`src/sac_pkg.sv`:
```
// package with register map, field layout and timing constants for the converter control
//
// Summary of operation
// RULE1: control write restarts conversion, abandoning current one
// RULE2: conversion takes 16 to 17 converter clocks
// RULE3: eight-bit result, one mux of eight channels
// RULE4: finish loads result, then flag or interrupt
// RULE5: continuous mode overwrites result every conversion
// RULE6: continuous mode restarts until bit cleared
// RULE7: flag set at end, cleared by result read
// RULE8: single mode: one conversion per control write
// RULE9: software discards result of interrupted conversion
// RULE10: interrupt enable raises request every conversion end
// RULE11: flag unused as done when interrupts enabled
// RULE12: selected pin forced input, port writes ignored
// RULE13: port read of claimed pin returns zero
// RULE14: unselected pins stay normal general purpose
// RULE15: linear coding, upper reference full scale
// RULE16: software sets converter clock near 1 MHz
// RULE17: keeps running in wait, interrupt wakes
// RULE18: software powers down via channel select before wait
// RULE19: stop mode aborts conversion, converter inactive
// RULE20: after stop, first conversion period stabilises; code adds it only on resuming in continuous mode
// RULE21: flag reads zero with interrupts enabled; reset clears
// RULE22: result read or control write withdraws interrupt
// RULE23: five-bit channel select, codes 29/30 refs, ones off
// RULE24: three-bit divider 1,2,4,8,16; source bit, oscillator default
// RULE25: reset leaves idle, bits clear, no interrupt
// RULE26: power-off code blocks conversions and result updates
package sac_pkg;
  localparam logic [11:0] SAC_CTRL_OFS = 12'h000;
  localparam logic [11:0] SAC_RESULT_OFS = 12'h004;
  localparam logic [11:0] SAC_CLKCFG_OFS = 12'h008;
  localparam logic [11:0] SAC_PORTDATA_OFS = 12'h00c;
  localparam logic [11:0] SAC_PORTDIR_OFS = 12'h010;
  localparam logic [11:0] SAC_PORTIN_OFS = 12'h014;
  // control/status field positions
  localparam int SAC_CH_LSB = 0;
  localparam int SAC_CONT_BIT = 5;
  localparam int SAC_IEN_BIT = 6;
  localparam int SAC_DONE_BIT = 7;
  // clock config field positions
  localparam int SAC_SRC_BIT = 4;
  localparam int SAC_DIV_LSB = 5;
  localparam logic [4:0] SAC_CH_OFF = 5'h1f;
  localparam logic [4:0] SAC_CH_REFH = 5'h1d;
  localparam logic [4:0] SAC_CH_REFL = 5'h1e;
  localparam logic [4:0] SAC_CTRL_RST = 5'h1f;
  localparam logic [2:0] SAC_DIV_RST = 3'h0;
  localparam logic SAC_SRC_RST = 1'b0;
  localparam int SAC_CONV_CYCLES = 16;
  // settle ticks ahead of the first trial, sixteen ticks in all
  localparam logic [4:0] SAC_SETTLE_TICKS = 5'h06;
  localparam int SAC_RES_BITS = 8;
  localparam int SAC_NCH = 8;
  typedef enum logic [1:0] {SAC_IDLE, SAC_SETTLE, SAC_CONV, SAC_DONE} sac_state_t;
endpackage : sac_pkg

```
`src/sac_clk_div.sv`:
```
// converter clock tick generator with source select and prescaler
`timescale 1ns/1ps
`default_nettype none
module sac_clk_div
  import sac_pkg::*;
(
  input wire logic mclk,
  input wire logic rst,
  input wire logic busTick,
  input wire logic oscTick,
  input wire logic srcSel,
  input wire logic [2:0] divSel,
  output logic convTick
);
  logic [3:0] cnt_r;
  logic srcTick;
  logic [3:0] lim;
  always_comb
  begin
    srcTick = srcSel ? busTick : oscTick; // [RULE24]
    if (divSel[2])
      lim = 4'hf; // [RULE24]
    else
      lim = 4'((5'h1 << divSel[1:0]) - 5'h1);
  end
  always_ff @(posedge mclk or posedge rst)
  begin
    if (rst)
    begin
      cnt_r <= 4'h0;
      convTick <= 1'b0;
    end
    else
    begin
      convTick <= 1'b0;
      if (srcTick)
      begin
        if (cnt_r >= lim)
        begin
          cnt_r <= 4'h0;
          convTick <= 1'b1;
        end
        else
          cnt_r <= cnt_r + 4'h1;
      end
    end
  end
endmodule : sac_clk_div
`default_nettype wire

```
`src/sac_sar.sv`:
```
// successive approximation engine driven by comparator input
`timescale 1ns/1ps
`default_nettype none
module sac_sar
  import sac_pkg::*;
#(
  parameter int BITS = SAC_RES_BITS
)
(
  input wire logic mclk,
  input wire logic rst,
  input wire logic start,
  input wire logic abort,
  input wire logic step,
  input wire logic cmpHigh,
  output logic [BITS-1:0] trial,
  output logic busy,
  output logic finish
);
  logic [BITS-1:0] mask_r;
  always_ff @(posedge mclk or posedge rst)
  begin
    if (rst)
    begin
      trial <= '0;
      mask_r <= '0;
      busy <= 1'b0;
      finish <= 1'b0;
    end
    else
    begin
      finish <= 1'b0;
      if (abort)
        busy <= 1'b0;
      else if (start)
      begin
        mask_r <= {1'b1, {(BITS-1){1'b0}}};
        trial <= {1'b1, {(BITS-1){1'b0}}};
        busy <= 1'b1;
      end
      else if (busy && step)
      begin
        // keep bit when input at or above trial level, linear binary search [RULE15]
        if (!cmpHigh)
          trial <= trial & ~mask_r;
        mask_r <= mask_r >> 1;
        if (mask_r[0])
        begin
          busy <= 1'b0;
          finish <= 1'b1;
        end
        else
          trial <= (cmpHigh ? trial : (trial & ~mask_r)) | (mask_r >> 1);
      end
    end
  end
endmodule : sac_sar
`default_nettype wire

```
`src/sac_conv_ctrl.sv`:
```
// converter control: apb registers, sequencing, mux select and port override
`timescale 1ns/1ps
`default_nettype none
module sac_conv_ctrl
  import sac_pkg::*;
#(
  parameter int NCH = SAC_NCH
)
(
  input wire logic mclk,
  input wire logic rst,
  input wire logic psel,
  input wire logic penable,
  input wire logic pwrite,
  input wire logic [11:0] paddr,
  input wire logic [31:0] pwdata,
  output logic [31:0] prdata,
  output logic pready,
  output logic pslverr,
  input wire logic busTick,
  input wire logic oscTick,
  input wire logic stopMode,
  input wire logic cmpHigh,
  output logic [4:0] muxSelect,
  output logic analogEnable,
  output logic [sac_pkg::SAC_RES_BITS-1:0] dacTrial,
  output logic convIrq,
  input wire logic [NCH-1:0] pinIn,
  output logic [NCH-1:0] pinOut,
  output logic [NCH-1:0] pinOe
);
  import sac_pkg::*;

  logic [4:0] chSel_r;
  logic contMode_r;
  logic irqEn_r;
  logic doneFlag_r;
  logic irqPend_r;
  logic clkSrc_r;
  logic [2:0] clkDiv_r;
  logic [SAC_RES_BITS-1:0] result_r;
  logic [NCH-1:0] portData_r;
  logic [NCH-1:0] portDir_r;
  logic [NCH-1:0] pinS1_r;
  logic [NCH-1:0] pinS2_r;
  logic [NCH-1:0] pinS3_r;
  logic [NCH-1:0] pinStable_r;
  logic stopS1_r;
  logic stopS2_r;
  logic stopS3_r;
  logic stopped_r;
  logic postStop_r;
  sac_state_t state_r;
  logic [4:0] cyc_r;

  logic busAcc;
  logic wrAcc;
  logic rdAcc;
  logic ctrlWr;
  logic resultRd;
  logic convTick;
  logic powerOff;
  logic sarStart;
  logic sarAbort;
  logic sarBusy;
  logic sarFinish;
  logic [SAC_RES_BITS-1:0] sarTrial;
  logic convEnd;
  logic [NCH-1:0] claimed;
  logic [NCH-1:0] portView;

  assign busAcc = psel && penable;
  assign wrAcc = busAcc && pwrite;
  assign rdAcc = busAcc && !pwrite;
  assign ctrlWr = wrAcc && (paddr == SAC_CTRL_OFS);
  assign resultRd = rdAcc && (paddr == SAC_RESULT_OFS);
  assign powerOff = (chSel_r == SAC_CH_OFF);

  // pins claimed by the converter channel select
  always_comb
  begin
    claimed = '0;
    if (chSel_r < 5'(NCH))
      claimed[chSel_r[2:0]] = 1'b1; // [RULE3] [RULE23]
  end
  assign portView = pinStable_r & ~claimed; // [RULE13] [RULE14]

  // pin input synchroniser, change accepted once stages two and three agree
  always_ff @(posedge mclk or posedge rst)
  begin
    if (rst)
    begin
      pinS1_r <= '0;
      pinS2_r <= '0;
      pinS3_r <= '0;
      pinStable_r <= '0;
    end
    else
    begin
      pinS1_r <= pinIn;
      pinS2_r <= pinS1_r;
      pinS3_r <= pinS2_r;
      pinStable_r <= (pinS2_r & pinS3_r) | (pinStable_r & (pinS2_r | pinS3_r));
    end
  end

  // stop request synchroniser
  always_ff @(posedge mclk or posedge rst)
  begin
    if (rst)
    begin
      stopS1_r <= 1'b0;
      stopS2_r <= 1'b0;
      stopS3_r <= 1'b0;
      stopped_r <= 1'b0;
    end
    else
    begin
      stopS1_r <= stopMode;
      stopS2_r <= stopS1_r;
      stopS3_r <= stopS2_r;
      if (stopS2_r == stopS3_r)
        stopped_r <= stopS2_r;
    end
  end

  sac_clk_div u_div (
    .mclk(mclk),
    .rst(rst),
    .busTick(busTick),
    .oscTick(oscTick),
    .srcSel(clkSrc_r),
    .divSel(clkDiv_r),
    .convTick(convTick)
  );

  sac_sar #(.BITS(SAC_RES_BITS)) u_sar (
    .mclk(mclk),
    .rst(rst),
    .start(sarStart),
    .abort(sarAbort),
    .step(convTick && state_r == SAC_CONV),
    .cmpHigh(cmpHigh),
    .trial(sarTrial),
    .busy(sarBusy),
    .finish(sarFinish)
  );

  // control/status register fields
  always_ff @(posedge mclk or posedge rst)
  begin
    if (rst)
    begin
      chSel_r <= SAC_CTRL_RST;
      contMode_r <= 1'b0; // [RULE25]
      irqEn_r <= 1'b0;
    end
    else if (ctrlWr)
    begin
      chSel_r <= pwdata[SAC_CH_LSB +: 5]; // [RULE23]
      contMode_r <= pwdata[SAC_CONT_BIT]; // [RULE6]
      irqEn_r <= pwdata[SAC_IEN_BIT];
    end
  end

  // clock config and port registers
  always_ff @(posedge mclk or posedge rst)
  begin
    if (rst)
    begin
      clkSrc_r <= SAC_SRC_RST; // [RULE24]
      clkDiv_r <= SAC_DIV_RST;
      portData_r <= '0;
      portDir_r <= '0;
    end
    else if (wrAcc)
    begin
      if (paddr == SAC_CLKCFG_OFS)
      begin
        clkSrc_r <= pwdata[SAC_SRC_BIT];
        clkDiv_r <= pwdata[SAC_DIV_LSB +: 3];
      end
      if (paddr == SAC_PORTDATA_OFS)
        portData_r <= pwdata[NCH-1:0];
      if (paddr == SAC_PORTDIR_OFS)
        portDir_r <= pwdata[NCH-1:0];
    end
  end

  // conversion sequencer
  assign sarAbort = ctrlWr || stopped_r || powerOff; // [RULE1] [RULE19] [RULE26]
  assign sarStart = (state_r == SAC_SETTLE) && convTick && (cyc_r == 5'h0) && !sarAbort;
  assign convEnd = (state_r == SAC_DONE) && convTick && !sarAbort;

  always_ff @(posedge mclk or posedge rst)
  begin
    if (rst)
    begin
      state_r <= SAC_IDLE; // [RULE25]
      cyc_r <= 5'h0;
      postStop_r <= 1'b0;
    end
    else
    begin
      if (stopped_r)
        postStop_r <= 1'b1;
      if (ctrlWr)
      begin
        state_r <= (pwdata[SAC_CH_LSB +: 5] == SAC_CH_OFF) ? SAC_IDLE : SAC_SETTLE; // [RULE1] [RULE26]
        cyc_r <= SAC_SETTLE_TICKS; // [RULE2]
      end
      else if (stopped_r || powerOff)
        state_r <= SAC_IDLE; // [RULE19] [RULE26]
      else
      begin
        case (state_r)
          SAC_IDLE:
          begin
            // leaving stop in continuous mode: resume, spending a whole conversion period settling
            if (postStop_r && contMode_r)
            begin
              state_r <= SAC_SETTLE; // [RULE20]
              cyc_r <= 5'(SAC_CONV_CYCLES) + SAC_SETTLE_TICKS;
              postStop_r <= 1'b0;
            end
          end
          SAC_SETTLE:
          begin
            if (convTick)
            begin
              if (cyc_r == 5'h0)
                state_r <= SAC_CONV;
              else
                cyc_r <= cyc_r - 5'h1; // [RULE20]
            end
          end
          SAC_CONV:
          begin
            if (sarFinish)
              state_r <= SAC_DONE; // [RULE2]
          end
          SAC_DONE:
          begin
            if (convTick)
            begin
              state_r <= contMode_r ? SAC_SETTLE : SAC_IDLE; // [RULE6] [RULE8]
              cyc_r <= SAC_SETTLE_TICKS; // [RULE2]
            end
          end
          default:
            state_r <= SAC_IDLE;
        endcase
      end
    end
  end

  // result register, overwritten every conversion
  always_ff @(posedge mclk or posedge rst)
  begin
    if (rst)
      result_r <= '0;
    else if (convEnd)
      result_r <= sarTrial; // [RULE4] [RULE5]
  end

  // done flag and interrupt, set wins over clear
  always_ff @(posedge mclk or posedge rst)
  begin
    if (rst)
    begin
      doneFlag_r <= 1'b0; // [RULE21]
      irqPend_r <= 1'b0;
    end
    else
    begin
      if (convEnd && !irqEn_r)
        doneFlag_r <= 1'b1; // [RULE7]
      else if (resultRd || irqEn_r)
        doneFlag_r <= 1'b0; // [RULE11]
      if (convEnd && irqEn_r)
        irqPend_r <= 1'b1; // [RULE10] [RULE17]
      else if (resultRd || ctrlWr || !irqEn_r)
        irqPend_r <= 1'b0; // [RULE22]
    end
  end

  // apb read data, ready with no wait state
  always_ff @(posedge mclk or posedge rst)
  begin
    if (rst)
      prdata <= '0;
    else if (psel && !penable && !pwrite)
    begin
      case (paddr)
        SAC_CTRL_OFS:
          prdata <= {24'h0, doneFlag_r && !irqEn_r, irqEn_r, contMode_r, chSel_r}; // [RULE21]
        SAC_RESULT_OFS:
          prdata <= {24'h0, result_r};
        SAC_CLKCFG_OFS:
          prdata <= {24'h0, clkDiv_r, clkSrc_r, 4'h0};
        SAC_PORTDATA_OFS:
          prdata <= 32'(portData_r);
        SAC_PORTDIR_OFS:
          prdata <= 32'(portDir_r);
        SAC_PORTIN_OFS:
          prdata <= 32'(portView); // [RULE13]
        default:
          prdata <= '0;
      endcase
    end
  end

  always_ff @(posedge mclk or posedge rst)
  begin
    if (rst)
    begin
      pready <= 1'b0;
      pslverr <= 1'b0;
    end
    else
    begin
      pready <= psel && !penable;
      pslverr <= psel && !penable && !(paddr == SAC_CTRL_OFS || paddr == SAC_RESULT_OFS ||
        paddr == SAC_CLKCFG_OFS || paddr == SAC_PORTDATA_OFS || paddr == SAC_PORTDIR_OFS ||
        paddr == SAC_PORTIN_OFS);
    end
  end

  // analog side and pin drive
  assign dacTrial = sarTrial;
  always_ff @(posedge mclk or posedge rst)
  begin
    if (rst)
    begin
      muxSelect <= SAC_CH_OFF;
      analogEnable <= 1'b0;
      convIrq <= 1'b0;
      pinOut <= '0;
      pinOe <= '0;
    end
    else
    begin
      muxSelect <= chSel_r; // [RULE3]
      analogEnable <= !powerOff && !stopped_r; // [RULE19] [RULE26]
      convIrq <= irqPend_r; // [RULE10]
      pinOut <= portData_r & ~claimed; // [RULE12]
      pinOe <= portDir_r & ~claimed; // [RULE12] [RULE14]
    end
  end
endmodule : sac_conv_ctrl
`default_nettype wire

```
`config.mk`:
```
export PLATFORM = sky130hd
export DESIGN_NAME = sac_conv_ctrl
export DESIGN_NICKNAME = d
export VERILOG_FILES = /design/src/sac_pkg.sv /design/src/sac_clk_div.sv /design/src/sac_sar.sv /design/src/sac_conv_ctrl.sv
export SDC_FILE = /design/constraint.sdc
export NUM_CORES = 1
export LEC_CHECK = 0
export BUFFER_PORTS_ARGS = -buffer_cell sky130_fd_sc_hd__buf_2
export CAP_MARGIN = 30
export CORE_UTILIZATION = 40
export CTS_CLUSTER_DIAMETER = 120
export DETAILED_ROUTE_END_ITERATION = 10
export PLACE_DENSITY = 0.59
export SLEW_MARGIN = 25
export SYNTH_ARGS = -nofsm -noshare
export SYNTH_HDL_FRONTEND = slang
export SYNTH_SLANG_ARGS = --single-unit
```
`constraint.sdc`:
```
create_clock -name mclk -period 10.5 [get_ports mclk]
set_clock_uncertainty 0.05 [all_clocks]
set_input_delay 1.575 -clock mclk [delete_from_list [all_inputs] [get_ports mclk]]
set_output_delay 1.575 -clock mclk [all_outputs]
set_load 0.02 [all_outputs]
```
* Yosys cells after proc, flatten, opt, wreduce, memory -nomap -nowiden *
Cells that the tools add are included.

word-level totals
  bits in registers = 161
  output and inout port bits = 65
  input bits = 61
  logic and storage cells = 180

cells by class
  mux-type cells = 49
  shift operators = 1
  equal/unequal tests = 21
  $add $sub $neg = 3
  order comparisons = 4
  reductions and logical operators = 55
  bitwise gates (word level) = 12

operator list
  operator               number
  $mux W8                7
  $and A8 B8 Y8          6
  $pmux W8 S6            1
  $mux W5                6
  $eq A12 B4 Y1 const B  2
  $eq A12 B5 Y1 const B  2
  $mux W1                23
  $logic_and A1 B1 Y1    21
  $ne A4 B2 Y1 const B   4
  $not A8 Y8             2
  $or A8 B8 Y8           2
  $pmux W5 S3            1
  $mux W2                7
  $eq A12 B3 Y1 const B  1
  $logic_not A12 Y1      1
  $logic_or A1 B1 Y1     11
  $eq A5 B5 Y1 const B   2
  $reduce_and A2 Y1      5
  $mux W4                2
  $or A8 B7 Y8           1
  $pmux W2 S4            1
  $logic_not A1 Y1       7
  $ne A3 B2 Y1 const B   2
  $ne A3 B3 Y1 const B   2
  other kinds (22)       26

* Longest topological paths before layout *
  depth in word-level cells = 9
  mapped depth = 8
  gate-level depth less buffers = 7

* By module *
Synthesis repeated with hierarchy kept, for this count alone.

second synthesis, totals
  cell total of the unflattened synthesis = 493
  area, all modules = 5928.2 um^2

modules (own cells, without submodules)
  module         sequential area each (um^2)  cells an instance  instances  area an instance (um^2)
  sac_conv_ctrl  2865.2                       389                1          4785.8
  sac_sar        450.4                        66                 1          789.5
  sac_clk_div    125.1                        38                 1          352.8

* Worst setup path before layout *
Ideal clock, no wire load.

  kind = input to register
  from = input paddr[4]
  to = register irqPend_r
  data required time = 10.329 ns
  setup time = 0.121 ns
  buffers on the path = 2
  stages = 6
  setup slack = 7.412 ns
  arrival = 2.917 ns
  cells stage by stage = buf_4 -> or4_1 -> or2_2 -> clkbuf_1 -> a31oi_1 -> nor2b_1

on the way
  word-level cells in the longest chain between the ends = 8
  elaborated cells between the ends (all ways) = 13

RTL lines
  element                                        RTL line              text
  start, declared                                sac_conv_ctrl.sv:15   input wire logic [11:0] paddr,
  $logic_not A12 Y1                              sac_conv_ctrl.sv:75   assign ctrlWr = wrAcc && (paddr == SAC_CTRL_OFS);
  $logic_and A1 B1 Y1                            sac_conv_ctrl.sv:75
  $logic_or A1 B1 Y1 (2 in series)               sac_conv_ctrl.sv:191  assign sarAbort = ctrlWr || stopped_r || powerOff;
  $logic_not A1 Y1                               sac_conv_ctrl.sv:193  assign convEnd = (state_r == SAC_DONE) && convTick && !sarAbort;
  $logic_and A1 B1 Y1                            sac_conv_ctrl.sv:193
  $logic_and A1 B1 Y1                            sac_conv_ctrl.sv:280  if (convEnd && irqEn_r)
  $mux W1 or $reduce_bool A2 Y1 (tied branches)  --
  end signal, assigned                           sac_conv_ctrl.sv:272  irqPend_r <= 1'b0;
  end signal, assigned                           sac_conv_ctrl.sv:281  irqPend_r <= 1'b1;
  end signal, assigned                           sac_conv_ctrl.sv:283  irqPend_r <= 1'b0;
  end, declared                                  sac_conv_ctrl.sv:38   logic irqPend_r;

Several ways; a longest one is shown, not always the timed one.
A chain may end at the register's enable or synchronous reset.

* Final worst setup path *
  from = input paddr[2]
  to = register portData_r[2]

on the way
  word-level cells in the longest chain between the ends = 2

RTL lines
  element                      RTL line              text
  $eq A12 B4 Y1                sac_conv_ctrl.sv:183  if (paddr == SAC_PORTDATA_OFS)
  $reduce_and A2 Y1 (no line)  --
  end signal, assigned         sac_conv_ctrl.sv:184  portData_r <= pwdata[NCH-1:0];
  end, declared                sac_conv_ctrl.sv:42   logic [NCH-1:0] portData_r;

Every way passes these cells.

==> flow_summary.toml <==
[grt]
grt_pass1_wl_microns = 20930
use_met1_pct = 25.51
grt_pass1_vias = 4003
use_met2_pct = 28.25
grt.total_usage_pct = 18.61
grt_max_degree = 81
grt_busiest_layer = "met2"
antenna_found_initial = 0
use_met3_pct = 4.716
grt_overflow = 0

[route]
wl_per_cell_microns = 16.71
wirelength_microns = 13270
drtPass1Iterations = 4
drt_first_iter_violations = 261
viasPerCell = 5.168
antenna_left = 0
via_count = 4103
drc_errors = 0

[timing]
setup_viol = 0
layout_min_cycle_time_ns = 3.290
relSlewSlack_pct = 38.54
fin_tns_setup_ns = 0
fin_crit_sh_pct = 31.33
slew_violations = 0
fin_ws_ns = 7.210
fmax_mhz = 304.0
tightest_slew_ns = 0.9186
finalHoldViolations = 0
fin_hold_ws_ns = 0.2976
rsz0062_at_grt = "no"

[power_and_ir_drop]
powerDensity_nw_per_um2 = 186.2
power.total_mw = 1.316
p_leak_nw = 3.312
irDropWorstVdd_mv = 0.1035

[setup_path]
cp.arrival_ns = 3.54
reg2reg_from = "cyc_r[0]"
crit_path_end = "portData_r[2]"
cp_data_required_time_ns = 10.75
critPathCaptureType = "register"
crit_type = "primary input to register"
cp-start-kind = "primary input"
cp-startpoint = "paddr[2]"
r2r_cells = 6
r2r-end = "u_sar.trial[0]"
worstPathMaxFanout = 16
rrSetupSlack_ns = 7.89

[place]
gp_congestion = 0.8216
pre_cts_ws_ns = 6.806
dpl.hpwl_microns = 9461
port_buffers = 77
postPlaceCellArea_sq_um = 6434
dp.cells = 762

[logic_synthesis]
async_flop_share_pct = 100.0
yosysSeqAreaShare_pct = 57.66
synth_seq_cells = 137
synth_edf_count = 0
yosys_warnings = 0
synth.distinct_cells = 60
synth_cells = 514
syn_area_per_cell_sq_um = 11.61
synth_area_sq_um = 5967
synthFlopType = "dfrtp_1"

[run]
maxCapViolCount = 0

[final_layout]
fin_util_pct = 48.64
area_growth_syn_to_layout_pct = 18.47
num-fill-cells = 1347
n_antenna_cell = 0
final_cell_area_sq_um = 7069
drive_above_1_share_pct = 27.05
instances_no_fill = 794
nNetsFinal = 670

[floorplanning]
rows = 44
die_w_microns = 124.1
core_sq_um = 14530
die_h_microns = 124.1
dieArea_sq_um = 15410
ioPinCount = 126
start_util_pct = 41.06

[clock_tree]
insertion_delay_ns = 0.42
cts.clk_slew.worst_paths_ns = 0.06
postCtsSetupRepairBufs = 0
cts_tree = "built"
cts-root-buf = "clkbuf_16"
clockBufferDepth = 2
ctsResizeCount = 0
cts_hold_buffers = 0
cts_buffers = 17
cts.sinks = 137
h-tree-depth = 4

[hold_path]
holdCritPathClass = "register to register"

[status]
outcome = "finished, final reports clean"
[cells in the mapped netlist, types with 2 or more instances]
master / n / area [sq um]
a221oi_1: 6 / 52.55
nor4_4: 2 / 42.54
or4_1: 2 / 15.01
ha_1: 12 / 150.1
a22o_1: 10 / 87.58
nand3_1: 12 / 60.06
buf_2: 6 / 30.03
a32o_1: 2 / 20.02
dfrtp_1: 127 / 3178
dfstp_2: 10 / 262.8
or3_1: 4 / 25.02
nor3b_1: 3 / 22.52
nor3_2: 2 / 20.02
and2_1: 14 / 87.58
o21ai_1: 7 / 35.03
clkbuf_1: 4 / 15.01
mux2i_1: 10 / 100.1
nor2b_1: 9 / 56.30
a21oi_1: 24 / 120.1
a31oi_1: 10 / 62.56
a21o_1: 3 / 22.52
nand2_1: 53 / 198.9
xor2_1: 2 / 17.52
or2_2: 2 / 12.51
o21ai_0: 19 / 95.09
buf_4: 25 / 187.7
nand3b_1: 2 / 15.01
nor4_1: 2 / 12.51
a2bb2oi_1: 2 / 17.52
nor3_1: 8 / 40.04
nand2b_1: 7 / 43.79
o32ai_1: 3 / 26.28
a41oi_1: 2 / 17.52
or4b_1: 2 / 20.02
inv_1: 15 / 56.30
nor2_1: 32 / 120.1
maj3_1: 9 / 90.09
mux2_2: 28 / 315.3
[cell type report]
| cell class | count | area (sq um) | share of cell area, % |
|---|---|---|---|
| clock inverters | 12 | 165.2 | 2.336 |
| well taps | 184 | 230.2 | 3.257 |
| inverters | 16 | 70.07 | 0.9912 |
| clock buffers | 20 | 466.7 | 6.602 |
| multi-input cells | 347 | 2300 | 32.53 |
| repair buffers | 78 | 396.6 | 5.611 |
| flip-flops and latches | 137 | 3441 | 48.67 |
[critical path, stage by stage]
cell and delay, ns:
buf_2 0.31, nand2_1 0.12, or2_2 0.31, nor3_2 0.41
nand2b_1 0.41, mux2_2 0.39
[state kept, by name, summed over array words and instances, names as in the netlist, 2 cells and up]
register and flops:
state_r 2, pinOut 8, portDir_r 8, portData_r 8, prdata 8, muxSelect 5, result_r 8, pinOe 8
clkDiv_r 3, u_sar.mask_r 8, pinS2_r 8, u_div.cnt_r 4, cyc_r 5, u_sar.trial 8, pinS3_r 8, chSel_r 5
pinStable_r 8, pinS1_r 8
[power by group]
part | leakage, nW | switching (mW) | internal, mW
registers | 1.69 | 0.0235 | 0.556
clock network | 0.305 | 0.233 | 0.396
logic | 1.31 | 0.0667 | 0.0417
[cells by family after synthesis]
logic type | after synthesis | share of synthesized area (%)
simple gates | 168 | 15.29
flops | 137 | 57.66
other cells | 1 | 0.06285
buf+inv | 53 | 5.242
compound gates | 93 | 10.32
fa+ha+maj | 21 | 4.026
xor+xnor | 3 | 0.4404
mux | 38 | 6.962
[worst min-delay path by stage]
stage | cells after the start | from | endpoint | slack, ns
finish | 0 | stopS1_r | stopS2_r | 0.30
floorplan | 0 | pinS1_r[0] | pinS2_r[0] | 0.28
global placement | 0 | pinS1_r[2] | pinS2_r[2] | 0.28
detailed placement | 0 | pinS1_r[4] | pinS2_r[4] | 0.28
CTS | 0 | stopS1_r | stopS2_r | 0.30
global route | 0 | stopS1_r | stopS2_r | 0.31
[placed cells by master, fill, tap and decap left out, types with 3 or more instances in the layout]
master,netlist,final
nor2b_1,9,9
a21oi_1,24,24
o21ai_0,19,19
nor3_1,8,8
dfrtp_1,127,127
clkbuf_16,0,17
ha_1,12,12
a221oi_1,6,6
inv_1,15,14
or3_1,4,4
nand2_1,53,53
clkinv_4,1,5
mux2_2,28,28
buf_2,6,77
nor2_1,32,32
conb_1,1,24
a21o_1,3,3
o32ai_1,3,3
nand3_1,12,12
mux2i_1,10,10
dfstp_2,10,10
nand2b_1,7,7
a31oi_1,10,10
maj3_1,9,9
bufinv_16,0,3
a22o_1,10,10
clkbuf_8,0,3
nor3b_1,3,3
and2_1,14,14
o21ai_1,7,7
[routing by layer]
metal,up-vias,share of wire [%],wire (microns)
li1,1927,-,-
met1,2034,45,6002
met2,129,48,6376
met3,13,5.6,741
met4,0,1.1,148
met5,-,0,0
No activity file was read; power rests on OpenSTA's default activity.
